[config.mk]
export PLATFORM = sky130hd
export DESIGN_NAME = tsc_trig_status
export DESIGN_NICKNAME = d
export VERILOG_FILES = /design/src/logic/tsc_trig_status.v
export VERILOG_INCLUDE_DIRS = /design/src /design/src/logic
export SDC_FILE = /design/constraint.sdc
export NUM_CORES = 1
export LEC_CHECK = 0
export BUFFER_PORTS_ARGS = -buffer_cell sky130_fd_sc_hd__buf_4
export CAP_MARGIN = 20
export CORE_AREA = 2 2 172 174
export DETAILED_ROUTE_END_ITERATION = 12
export DIE_AREA = 0 0 174 176
export PLACE_DENSITY = 0.69
export SLEW_MARGIN = 20
export SYNTH_ARGS = -nofsm -noshare
export SYNTH_HDL_FRONTEND = slang
export SYNTH_SLANG_ARGS = --single-unit
[constraint.sdc]
create_clock -name clock -period 4.2 [get_ports clock]
set_input_delay 1.26 -clock clock [delete_from_list [all_inputs] [get_ports clock]]
set_output_delay 1.26 -clock clock [all_outputs]
set_load 0.02 [all_outputs]
[src/logic/tsc_consts.vh]
`ifndef TSC_CONSTS_VH
`define TSC_CONSTS_VH
// ----------------------------------------------------------------
// register byte offsets
// ----------------------------------------------------------------
`define TSC_A_CMD    8'h00
`define TSC_A_OQ     8'h04
`define TSC_A_ERR    8'h08
`define TSC_A_STAT   8'h0c
`define TSC_A_SWLEN  8'h10
// ----------------------------------------------------------------
// command opcodes (cmd register bits 7:0, argument in 15:8)
// ----------------------------------------------------------------
`define TSC_OP_CLS   8'h01
`define TSC_OP_ESE   8'h02
`define TSC_OP_ESEQ  8'h03
`define TSC_OP_ESRQ  8'h04
`define TSC_OP_OPC   8'h05
`define TSC_OP_OPCQ  8'h06
`define TSC_OP_RST   8'h07
`define TSC_OP_SRE   8'h08
`define TSC_OP_SREQ  8'h09
`define TSC_OP_STBQ  8'h0a
`define TSC_OP_TSTQ  8'h0b
`define TSC_OP_WAI   8'h0c
`define TSC_OP_SAV   8'h0d
`define TSC_OP_RCL   8'h0e
`define TSC_OP_TRG   8'h0f
`define TSC_OP_INIT  8'h10
`define TSC_OP_INITC 8'h11
`define TSC_OP_ABORT 8'h12
`define TSC_OP_TRIMM 8'h13
`define TSC_OP_TSRC  8'h14
// ----------------------------------------------------------------
// trigger states and sources
// ----------------------------------------------------------------
`define TSC_ST_IDLE  2'h0
`define TSC_ST_ARMED 2'h1
`define TSC_ST_SWEEP 2'h2
`define TSC_SRC_IMM  2'h0
`define TSC_SRC_BUS  2'h1
`define TSC_SRC_HOLD 2'h2
// ----------------------------------------------------------------
// bit positions, codes, defaults
// ----------------------------------------------------------------
`define TSC_ESR_OPC  0
`define TSC_ESR_DDE  3
`define TSC_ESR_EXE  4
`define TSC_ESR_CME  5
`define TSC_STB_MSS  6
`define TSC_SLOT_MAX 8'h09
`define TSC_OPC_ONE  8'h31
`define TSC_E_INIT   16'hff2b
`define TSC_E_CMD    16'hff9c
`define TSC_E_DATA   16'hff22
`define TSC_E_SELF   16'h0001
`define TSC_SWLEN_RST 16'h0040
`endif

[src/logic/tsc_trig_status.v]
// Function
// - idle at reset, reset command, abort
// - leave idle only when initiated
// - reset command clears continuous flag
// - armed state samples selected trigger source
// - immediate true, bus on trigger, hold never
// - true trigger starts sweep, leaves armed
// - forced trigger once while armed
// - sweep end: idle or re-arm per flag
// - abort ends sweep, keeps other settings
// - clear-status clears status, queues, pending flag
// - event enable written 0-255, readable
// - event status query returns then clears
// - operation-complete sets bit when done
// - completion query queues ascii one, message-available
// - reset keeps queue, status, event register
// - service enable written 0-255, zero clears
// - service enable query bit 6 zero
// - status byte query, summary bit, no clear
// - self-test queues errors, returns count
// - wait stalls later commands until done
// - save and recall slots 0-9
// - trigger command acts as group trigger
// - bad initiate ignored, logs -213
// - completion flag in event bit 0
// - summary bit is or of enabled bits
`timescale 1ns/1ps
`include "tsc_consts.vh"

module tsc_trig_status #(
    parameter SWLEN_W  = 16,
    parameter EQ_DEPTH = 4,
    parameter EQ_AW    = 2
) (
    input  wire        clock,
    input  wire        rst,
    input  wire        psel,
    input  wire        penable,
    input  wire        pwrite,
    input  wire [7:0]  paddr,
    input  wire [31:0] pwdata,
    output reg  [31:0] prdata,
    output reg         pready,
    output reg         pslverr,
    input  wire        get_msg,
    input  wire        st_fault,
    input  wire        ques_evt,
    output reg         sweep_active,
    output reg         trig_armed,
    output reg         sweep_start,
    output reg         srq_mss
);

// ----------------------------------------------------------------
// state
// ----------------------------------------------------------------
reg [1:0]         state_r;
reg [1:0]         state_nxt;
reg               cont_r;
reg [1:0]         src_r;
reg [SWLEN_W-1:0] swlen_r;
reg [SWLEN_W-1:0] swcnt_r;
reg               sw_done_r;
reg               cmd_pend_r;
reg [7:0]         cmd_op_r;
reg [7:0]         cmd_arg_r;
reg [7:0]         ese_r;
reg [7:0]         sre_r;
reg [7:0]         esr_r;
reg               opc_pend_r;
reg               oq_vld_r;
reg [7:0]         oq_data_r;
reg               ques_r;
reg               oper_r;
reg [15:0]        eq_mem [0:EQ_DEPTH-1];
reg [EQ_AW-1:0]   eq_wp_r;
reg [EQ_AW-1:0]   eq_rp_r;
reg [EQ_AW:0]     eq_cnt_r;
reg               sav_cont [0:9];
reg [1:0]         sav_src [0:9];
reg [SWLEN_W-1:0] sav_len [0:9];
reg [9:0]         sav_vld_r;
reg               get_s1, get_s2, get_s3;
reg               st_s1, st_s2;
reg               q_s1, q_s2;

// ----------------------------------------------------------------
// pin synchronisers
// ----------------------------------------------------------------
// third get stage only feeds the edge detector, never the first
always @(posedge clock) begin
    if (rst) begin
        get_s1 <= 1'b0;
        get_s2 <= 1'b0;
        get_s3 <= 1'b0;
        st_s1  <= 1'b0;
        st_s2  <= 1'b0;
        q_s1   <= 1'b0;
        q_s2   <= 1'b0;
    end else begin
        get_s1 <= get_msg;
        get_s2 <= get_s1;
        get_s3 <= get_s2;
        st_s1  <= st_fault;
        st_s2  <= st_s1;
        q_s1   <= ques_evt;
        q_s2   <= q_s1;
    end
end

// ----------------------------------------------------------------
// command decode
// ----------------------------------------------------------------
wire sweeping = (state_r == `TSC_ST_SWEEP);
wire idle     = (state_r == `TSC_ST_IDLE);
wire armed    = (state_r == `TSC_ST_ARMED);
// wait and the completion query hold the command slot during a sweep
wire blocked  = sweeping & ((cmd_op_r == `TSC_OP_WAI) | (cmd_op_r == `TSC_OP_OPCQ));
wire exec     = cmd_pend_r & ~blocked;
wire is_op_rst = exec & (cmd_op_r == `TSC_OP_RST);
wire is_op_cls = exec & (cmd_op_r == `TSC_OP_CLS);
wire abort_now = exec & ((cmd_op_r == `TSC_OP_ABORT) | (cmd_op_r == `TSC_OP_RST));
wire init_bad  = idle == 1'b0 || cont_r;
wire slot_ok   = (cmd_arg_r <= `TSC_SLOT_MAX);
wire [3:0] slot = cmd_arg_r[3:0];
wire get_edge  = get_s2 & ~get_s3;
wire bus_trg   = get_edge | (exec & (cmd_op_r == `TSC_OP_TRG));
wire force_trg = exec & (cmd_op_r == `TSC_OP_TRIMM);
wire trig_true = (src_r == `TSC_SRC_IMM) | ((src_r == `TSC_SRC_BUS) & bus_trg) | force_trg;
wire arm_req   = exec & (((cmd_op_r == `TSC_OP_INIT) & ~init_bad)
                 | ((cmd_op_r == `TSC_OP_INITC) & cmd_arg_r[0] & idle));
wire [7:0] stb = {oper_r, 1'b0, |(esr_r & ese_r), oq_vld_r, ques_r, (eq_cnt_r != 0), 2'b00};
wire mss       = |(stb & sre_r);

// ----------------------------------------------------------------
// apb slave
// ----------------------------------------------------------------
// every access waits while a command is unfinished, keeping order
wire acc  = psel & penable & ~pready & ~cmd_pend_r;
wire done = psel & penable & pready;
reg [31:0] rd_nxt;
reg        err_nxt;

// read mux and unmapped decode
always @* begin
    rd_nxt  = 32'h0000_0000;
    err_nxt = 1'b0;
    case (paddr)
        `TSC_A_CMD:   rd_nxt = {31'h0000_0000, cmd_pend_r};
        `TSC_A_OQ:    rd_nxt = {23'h00_0000, oq_vld_r, oq_data_r};
        `TSC_A_ERR:   rd_nxt = (eq_cnt_r != 0) ? {16'h0000, eq_mem[eq_rp_r]} : 32'h0000_0000;
        `TSC_A_STAT:  rd_nxt = {16'h0000, stb[7], mss, stb[5:0], 2'b00, cmd_pend_r, src_r, cont_r, state_r};
        `TSC_A_SWLEN: rd_nxt = {{(32-SWLEN_W){1'b0}}, swlen_r};
        default:      err_nxt = 1'b1;
    endcase
end

// one wait state, then ready with data
always @(posedge clock) begin
    if (rst) begin
        pready  <= 1'b0;
        pslverr <= 1'b0;
        prdata  <= 32'h0000_0000;
    end else begin
        pready  <= acc;
        pslverr <= acc & err_nxt;
        if (acc) begin
            prdata <= pwrite ? 32'h0000_0000 : rd_nxt;
        end
    end
end

wire wr_done = done & pwrite;
wire rd_done = done & ~pwrite;
wire oq_pop  = rd_done & (paddr == `TSC_A_OQ);
wire eq_pop  = rd_done & (paddr == `TSC_A_ERR) & (eq_cnt_r != 0);

// ----------------------------------------------------------------
// command slot
// ----------------------------------------------------------------
always @(posedge clock) begin
    if (rst) begin
        cmd_pend_r <= 1'b0;
        cmd_op_r   <= 8'h00;
        cmd_arg_r  <= 8'h00;
    end else if (wr_done && paddr == `TSC_A_CMD) begin
        cmd_pend_r <= 1'b1;
        cmd_op_r   <= pwdata[7:0];
        cmd_arg_r  <= pwdata[15:8];
    end else if (exec) begin
        cmd_pend_r <= 1'b0;
    end
end

// ----------------------------------------------------------------
// trigger state machine
// ----------------------------------------------------------------
always @* begin
    state_nxt = state_r;
    case (state_r)
        `TSC_ST_IDLE: begin
            if (arm_req) begin
                state_nxt = `TSC_ST_ARMED;
            end
        end
        `TSC_ST_ARMED: begin
            if (trig_true) begin
                state_nxt = `TSC_ST_SWEEP;
            end
        end
        `TSC_ST_SWEEP: begin
            if (sw_done_r) begin
                state_nxt = cont_r ? `TSC_ST_ARMED : `TSC_ST_IDLE;
            end
        end
        default: state_nxt = `TSC_ST_IDLE;
    endcase
    if (abort_now) begin
        state_nxt = `TSC_ST_IDLE;
    end
end

always @(posedge clock) begin
    if (rst) begin
        state_r      <= `TSC_ST_IDLE;
        sweep_start  <= 1'b0;
        sweep_active <= 1'b0;
        trig_armed   <= 1'b0;
        srq_mss      <= 1'b0;
    end else begin
        state_r      <= state_nxt;
        sweep_start  <= armed & (state_nxt == `TSC_ST_SWEEP);
        sweep_active <= (state_nxt == `TSC_ST_SWEEP);
        trig_armed   <= (state_nxt == `TSC_ST_ARMED);
        srq_mss      <= mss;
    end
end

// ----------------------------------------------------------------
// sweep engine
// ----------------------------------------------------------------
// length counted in clocks; abort kills the done pulse
always @(posedge clock) begin
    if (rst) begin
        swcnt_r   <= {SWLEN_W{1'b0}};
        sw_done_r <= 1'b0;
    end else begin
        if (!sweeping || sw_done_r) begin
            swcnt_r <= {SWLEN_W{1'b0}};
        end else begin
            swcnt_r <= swcnt_r + 1'b1;
        end
        sw_done_r <= sweeping & ~sw_done_r & ~abort_now & (swcnt_r == swlen_r - 1'b1);
    end
end

// ----------------------------------------------------------------
// user settings, save and recall
// ----------------------------------------------------------------
// recall of a never-saved slot gives the reset defaults
always @(posedge clock) begin
    if (rst) begin
        cont_r    <= 1'b0;
        src_r     <= `TSC_SRC_IMM;
        swlen_r   <= `TSC_SWLEN_RST;
        sav_vld_r <= 10'h000;
    end else if (is_op_rst) begin
        cont_r  <= 1'b0;
        src_r   <= `TSC_SRC_IMM;
        swlen_r <= `TSC_SWLEN_RST;
    end else if (exec) begin
        case (cmd_op_r)
            `TSC_OP_INITC: cont_r <= cmd_arg_r[0];
            `TSC_OP_TSRC: begin
                if (cmd_arg_r <= {6'h00, `TSC_SRC_HOLD}) begin
                    src_r <= cmd_arg_r[1:0];
                end
            end
            `TSC_OP_SAV: begin
                if (slot_ok) begin
                    sav_vld_r[slot] <= 1'b1;
                end
            end
            `TSC_OP_RCL: begin
                if (slot_ok) begin
                    cont_r  <= sav_vld_r[slot] ? sav_cont[slot] : 1'b0;
                    src_r   <= sav_vld_r[slot] ? sav_src[slot] : `TSC_SRC_IMM;
                    swlen_r <= sav_vld_r[slot] ? sav_len[slot] : `TSC_SWLEN_RST;
                end
            end
            default: cont_r <= cont_r;
        endcase
    end else if (wr_done && paddr == `TSC_A_SWLEN) begin
        // a zero length would wrap to the longest sweep, so it becomes one
        swlen_r <= (pwdata[SWLEN_W-1:0] == 0) ? {{(SWLEN_W-1){1'b0}}, 1'b1} : pwdata[SWLEN_W-1:0];
    end
end

// slot storage, no reset needed behind the valid bits
always @(posedge clock) begin
    if (exec && cmd_op_r == `TSC_OP_SAV && slot_ok) begin
        sav_cont[slot] <= cont_r;
        sav_src[slot]  <= src_r;
        sav_len[slot]  <= swlen_r;
    end
end

// ----------------------------------------------------------------
// status, enables, output queue
// ----------------------------------------------------------------
reg [7:0]  esr_set;
reg        eq_push;
reg [15:0] eq_code;

always @* begin
    esr_set = 8'h00;
    eq_push = 1'b0;
    eq_code = 16'h0000;
    if (opc_pend_r && !sweeping) begin
        esr_set[`TSC_ESR_OPC] = 1'b1;
    end
    if (exec) begin
        case (cmd_op_r)
            `TSC_OP_INIT, `TSC_OP_INITC: begin
                if (cmd_op_r == `TSC_OP_INIT && init_bad) begin
                    eq_push = 1'b1;
                    eq_code = `TSC_E_INIT;
                    esr_set[`TSC_ESR_EXE] = 1'b1;
                end
            end
            `TSC_OP_SAV, `TSC_OP_RCL: begin
                if (!slot_ok) begin
                    eq_push = 1'b1;
                    eq_code = `TSC_E_DATA;
                    esr_set[`TSC_ESR_EXE] = 1'b1;
                end
            end
            `TSC_OP_TSTQ: begin
                if (st_s2) begin
                    eq_push = 1'b1;
                    eq_code = `TSC_E_SELF;
                    esr_set[`TSC_ESR_DDE] = 1'b1;
                end
            end
            `TSC_OP_CLS, `TSC_OP_ESE, `TSC_OP_ESEQ, `TSC_OP_ESRQ, `TSC_OP_OPC, `TSC_OP_OPCQ,
            `TSC_OP_RST, `TSC_OP_SRE, `TSC_OP_SREQ, `TSC_OP_STBQ, `TSC_OP_WAI, `TSC_OP_TRG,
            `TSC_OP_ABORT, `TSC_OP_TRIMM, `TSC_OP_TSRC: esr_set = esr_set;
            default: begin
                eq_push = 1'b1;
                eq_code = `TSC_E_CMD;
                esr_set[`TSC_ESR_CME] = 1'b1;
            end
        endcase
    end
end

// set always wins over clear on the same edge
always @(posedge clock) begin
    if (rst) begin
        ese_r      <= 8'h00;
        sre_r      <= 8'h00;
        esr_r      <= 8'h00;
        opc_pend_r <= 1'b0;
        oq_vld_r   <= 1'b0;
        oq_data_r  <= 8'h00;
        ques_r     <= 1'b0;
        oper_r     <= 1'b0;
    end else begin
        // reset command leaves queue, status byte and event register alone
        if (is_op_cls || (exec && cmd_op_r == `TSC_OP_ESRQ)) begin
            esr_r <= esr_set;
        end else begin
            esr_r <= esr_r | esr_set;
        end
        ques_r <= (is_op_cls ? 1'b0 : ques_r) | q_s2 | (exec & (cmd_op_r == `TSC_OP_TSTQ) & st_s2);
        oper_r <= (is_op_cls ? 1'b0 : oper_r) | (state_nxt != state_r && state_nxt != `TSC_ST_IDLE);
        if (is_op_cls || (opc_pend_r && !sweeping)) begin
            opc_pend_r <= 1'b0;
        end else if (exec && cmd_op_r == `TSC_OP_OPC) begin
            opc_pend_r <= 1'b1;
        end
        if (exec && cmd_op_r == `TSC_OP_ESE) begin
            ese_r <= cmd_arg_r;
        end
        if (exec && cmd_op_r == `TSC_OP_SRE) begin
            sre_r <= cmd_arg_r & ~(8'h01 << `TSC_STB_MSS);
        end
        // one-deep output queue; a new answer overwrites an unread one
        if (exec) begin
            case (cmd_op_r)
                `TSC_OP_ESEQ: begin oq_vld_r <= 1'b1; oq_data_r <= ese_r; end
                `TSC_OP_ESRQ: begin oq_vld_r <= 1'b1; oq_data_r <= esr_r; end
                `TSC_OP_SREQ: begin oq_vld_r <= 1'b1; oq_data_r <= sre_r; end
                `TSC_OP_STBQ: begin oq_vld_r <= 1'b1; oq_data_r <= stb | {1'b0, mss, 6'h00}; end
                `TSC_OP_OPCQ: begin oq_vld_r <= 1'b1; oq_data_r <= `TSC_OPC_ONE; end
                `TSC_OP_TSTQ: begin oq_vld_r <= 1'b1; oq_data_r <= {7'h00, st_s2}; end
                `TSC_OP_CLS:  oq_vld_r <= 1'b0;
                default:      oq_vld_r <= oq_vld_r;
            endcase
        end else if (oq_pop) begin
            oq_vld_r <= 1'b0;
        end
    end
end

// ----------------------------------------------------------------
// error queue
// ----------------------------------------------------------------
// a push into a full queue is dropped; the oldest entries survive
wire eq_wr = eq_push & (eq_cnt_r != EQ_DEPTH);
wire eq_rd = eq_pop & ~is_op_cls;

always @(posedge clock) begin
    if (eq_wr) begin
        eq_mem[eq_wp_r] <= eq_code;
    end
end

always @(posedge clock) begin
    if (rst || is_op_cls) begin
        eq_wp_r  <= {EQ_AW{1'b0}};
        eq_rp_r  <= {EQ_AW{1'b0}};
        eq_cnt_r <= {(EQ_AW+1){1'b0}};
    end else begin
        if (eq_wr) begin
            eq_wp_r <= eq_wp_r + 1'b1;
        end
        if (eq_rd) begin
            eq_rp_r <= eq_rp_r + 1'b1;
        end
        eq_cnt_r <= eq_cnt_r + {{EQ_AW{1'b0}}, eq_wr} - {{EQ_AW{1'b0}}, eq_rd};
    end
end

endmodule // tsc_trig_status

==> impl_metrics.toml <==
[synthesis]
synth_ff_type = "edfxtp_1"
ys_seq_area_frac = 0.612
yosys.area_share.xor_xnor = 0.0236
synth_top_area_frac = 0.425
ys.warnings.count = 0
ys_ff_latch = 348
post-synth-top-count-cell = "edfxtp_1"
synthMuxAreaShare = 0.0888
post-synth-top-area-cell = "edfxtp_1"
ys_types = 78
synthTopCellsByArea = "edfxtp_1 43%, dfxtp_1 19%, mux4_2 6.8%"
synth_edf_count = 210
syn_area_um2 = 14800
synth_fa_ha_area_frac = 0.00810
synthCells = 1201
yosys.area_share.simple = 0.121
synth_compound_area_frac = 0.112
syn_avg_cell_area_um2 = 12.3
synthTopCellsByCount = "210 x edfxtp_1, 138 x dfxtp_1, 120 x nand2_1, 87 x nor2_1, 81 x a21oi_1"
synth_top_family_by_area = "simple AND/OR/NAND/NOR gates"
ys_async_sr_fraction = 0

[layout]
final_nets = 1315
stdcell_count = 1669
syn2layout_area_growth_pct = 13.3
drive_gt1_frac = 0.177
antenna_cells = 0

[floorplanning]
initial_utilization = 0.519
dieArea_um2 = 30600
core_area_um2 = 28500
io_pins = 86
rows = 62
dieHeight_um = 176
die_w_um = 174

[cts]
clk_pin_slew_ns = 0.06
hold_buffers = 0
cts_setup_buffers = 0
cts-root-buf = "clkbuf_16"
insertion_delay_ns = 0.53
clock_path_buffers = 3
post_cts_resized = 0
cts_tree = "yes"
clock-sinks = 348
htreeDepth = 2
cts_buffers = 36

[sta]
rsz0062_at_grt = "false"
setup_viol = 0
skew_ns = 0.0201
final.setup.tns_ns = 0
tightest_slew_ns = 1.06
finalHoldViolations = 0
finalCritPeriodShare = 0.866
worst_slack_ns = 0.561
worst_slew_margin_rel = 0.294
fin_crit_ns = 3.64
slew_viol_final = 0
fmax_mhz = 275

[placed_design]
place_inst = 1604
pre_cts_ws_ns = 0.490
numPortBuffers = 53
dp_hpwl_mm = 23.8
gp_congestion = 0.908

[route]
ant_nets = 0
via_count = 9971
met3_length_mm = 2.77
firstDrtPassIters = 6
viasPerCell = 5.97
wl_mm = 36.7
drt_iter0_markers = 1095
met2_length_mm = 17.9
highest_layer = "met4"
post_drt_wl_per_cell_um = 22.0
drc = 0
met1_length_mm = 14.9

[setup_path]
crit_chain = "or4_1 -> buf_4 -> nor2_4 -> nand3_1 -> a311oi_4 -> inv_1 -> ha_1 -> inv_1 -> ha_1 -> fa_1 -> xnor2_1 -> xnor2_1 -> nor2_1"
end_kind = "flip-flop"
arrival_ns = 4.04
crit_type = "flip-flop to flip-flop"
start_kind = "flip-flop"
crit_slowest_cell = "or4_1"
cp.required_ns = 4.60
cpPeakStageDelay_ns = 0.63
cp_max_fo = 12

[flow_run]
maxCapViolCount = 0

[pwr]
p_per_area_nw_per_um2 = 399
p_int_mw = 5.34
p_switching_mw = 1.35
irDropWorstVdd_uv = 397
p_seq_frac = 0.536
pwr-share-comb = 0.014
pwr-share-clk = 0.451
switching_share = 0.202
leakage_nw = 5.13
power_mw = 6.69

[global_routing]
grt_pass1_vias = 9824
grt_pass1_wl_mm = 57.0
antenna_found_initial = 0
overflow = 0
grt_use_total = 0.241
grt_max_degree = 71

[outcome]
status = "complete, no violations"

[worst_hold_path]
hold_path.class = "flip-flop to flip-flop"
==> final timing paths <==
kind          startpoint     endpoint  slack [ns]  depth (start not counted)
max reg2reg  cmd_op_r[4]  eq_cnt_r[2]        0.56                         13
min reg2reg        st_s1        st_s2        0.43                          1
max          cmd_op_r[4]  eq_cnt_r[2]        0.56                         13
min                st_s1        st_s2        0.43                          1
==> kinds of logic after synthesis <==
logic type      Yosys count
buf+inv                 102
xor+xnor                 40
compound gates          258
mux                      75
fa+ha+maj                 9
simple gates            368
other cells               1
flops                   348
==> placed cells by master (no fill, tap or decap), drive strengths merged, types with 21 or more instances in the layout <==
master  synthesis  routed
clkbuf         54      53
buf            33      91
a31oi          25      25
dfxtp         138     138
mux2i          28      28
xnor2          21      21
nor2b          36      36
mux4           45      45
edfxtp        210     210
nor2           88      88
a21oi          82      82
nor3           30      30
nand2         120     120
a211oi         24      24
o21ai          53      53
==> through the flow <==
step / cell area (um^2) / utilization / hold WS, ns
after CTS: 16800 / 0.588 / 0.437
after global placement: 15700 / 0.549 / 0.417
final: 16800 / 0.588 / 0.432
after global routing: 16800 / 0.588 / 0.462
after floorplan: 14900 / - / 0.414
after detailed placement: 15700 / 0.549 / 0.425
==> state kept, by name, summed over array words and instances (netlist names), 7 cells and up, named ones only <==
register   cells
prdata        16
ese_r          8
swcnt_r       16
cmd_arg_r      8
swlen_r       16
sav_cont      10
cmd_op_r       8
sav_src       20
oq_data_r      8
sav_vld_r     10
sav_len      160
sre_r          7
eq_mem        20
==> worst max-delay path, delay by kind of cell, from the launching register on <==
kind,cells,cell delay (ns)
and+or+nand+nor,4,1.02
adders and majority gates,3,0.87
AOI/OAI and AO/OA,1,0.53
DFF,1,0.38
buffers and inverters,3,0.37
xor gates and xnor gates,2,0.34
==> power groups by stage <==
stage / Clock [mW] / Combinational, mW / Sequential (mW)
after CTS: 3.06 / 0.0891 / 3.58
after detailed placement: 0 / 0.0888 / 3.66
after floorplan: 0 / 0.0535 / 3.66
after global placement: 0 / 0.0891 / 3.66
after global routing: 3.20 / 0.0968 / 3.58
final: 3.02 / 0.0906 / 3.58
==> per-layer routing <==
layer	global-route usage	vias up
li1	-	4574
met1	0.326	4916
met2	0.403	404
met3	0.0373	77
met4	0.0784	0
met5	0	-
==> area by class of cell <==
cell class                 count  area (um^2)
fill                        2359        11800
sequential                   348         9070
multi-input combinational    766         5340
clock buffer                  53         1030
timing repair buffer          91          708
tap                          384          480
clock inverter                12         92.6
inverter                      15         56.3
(Power assumes the default switching activity.)
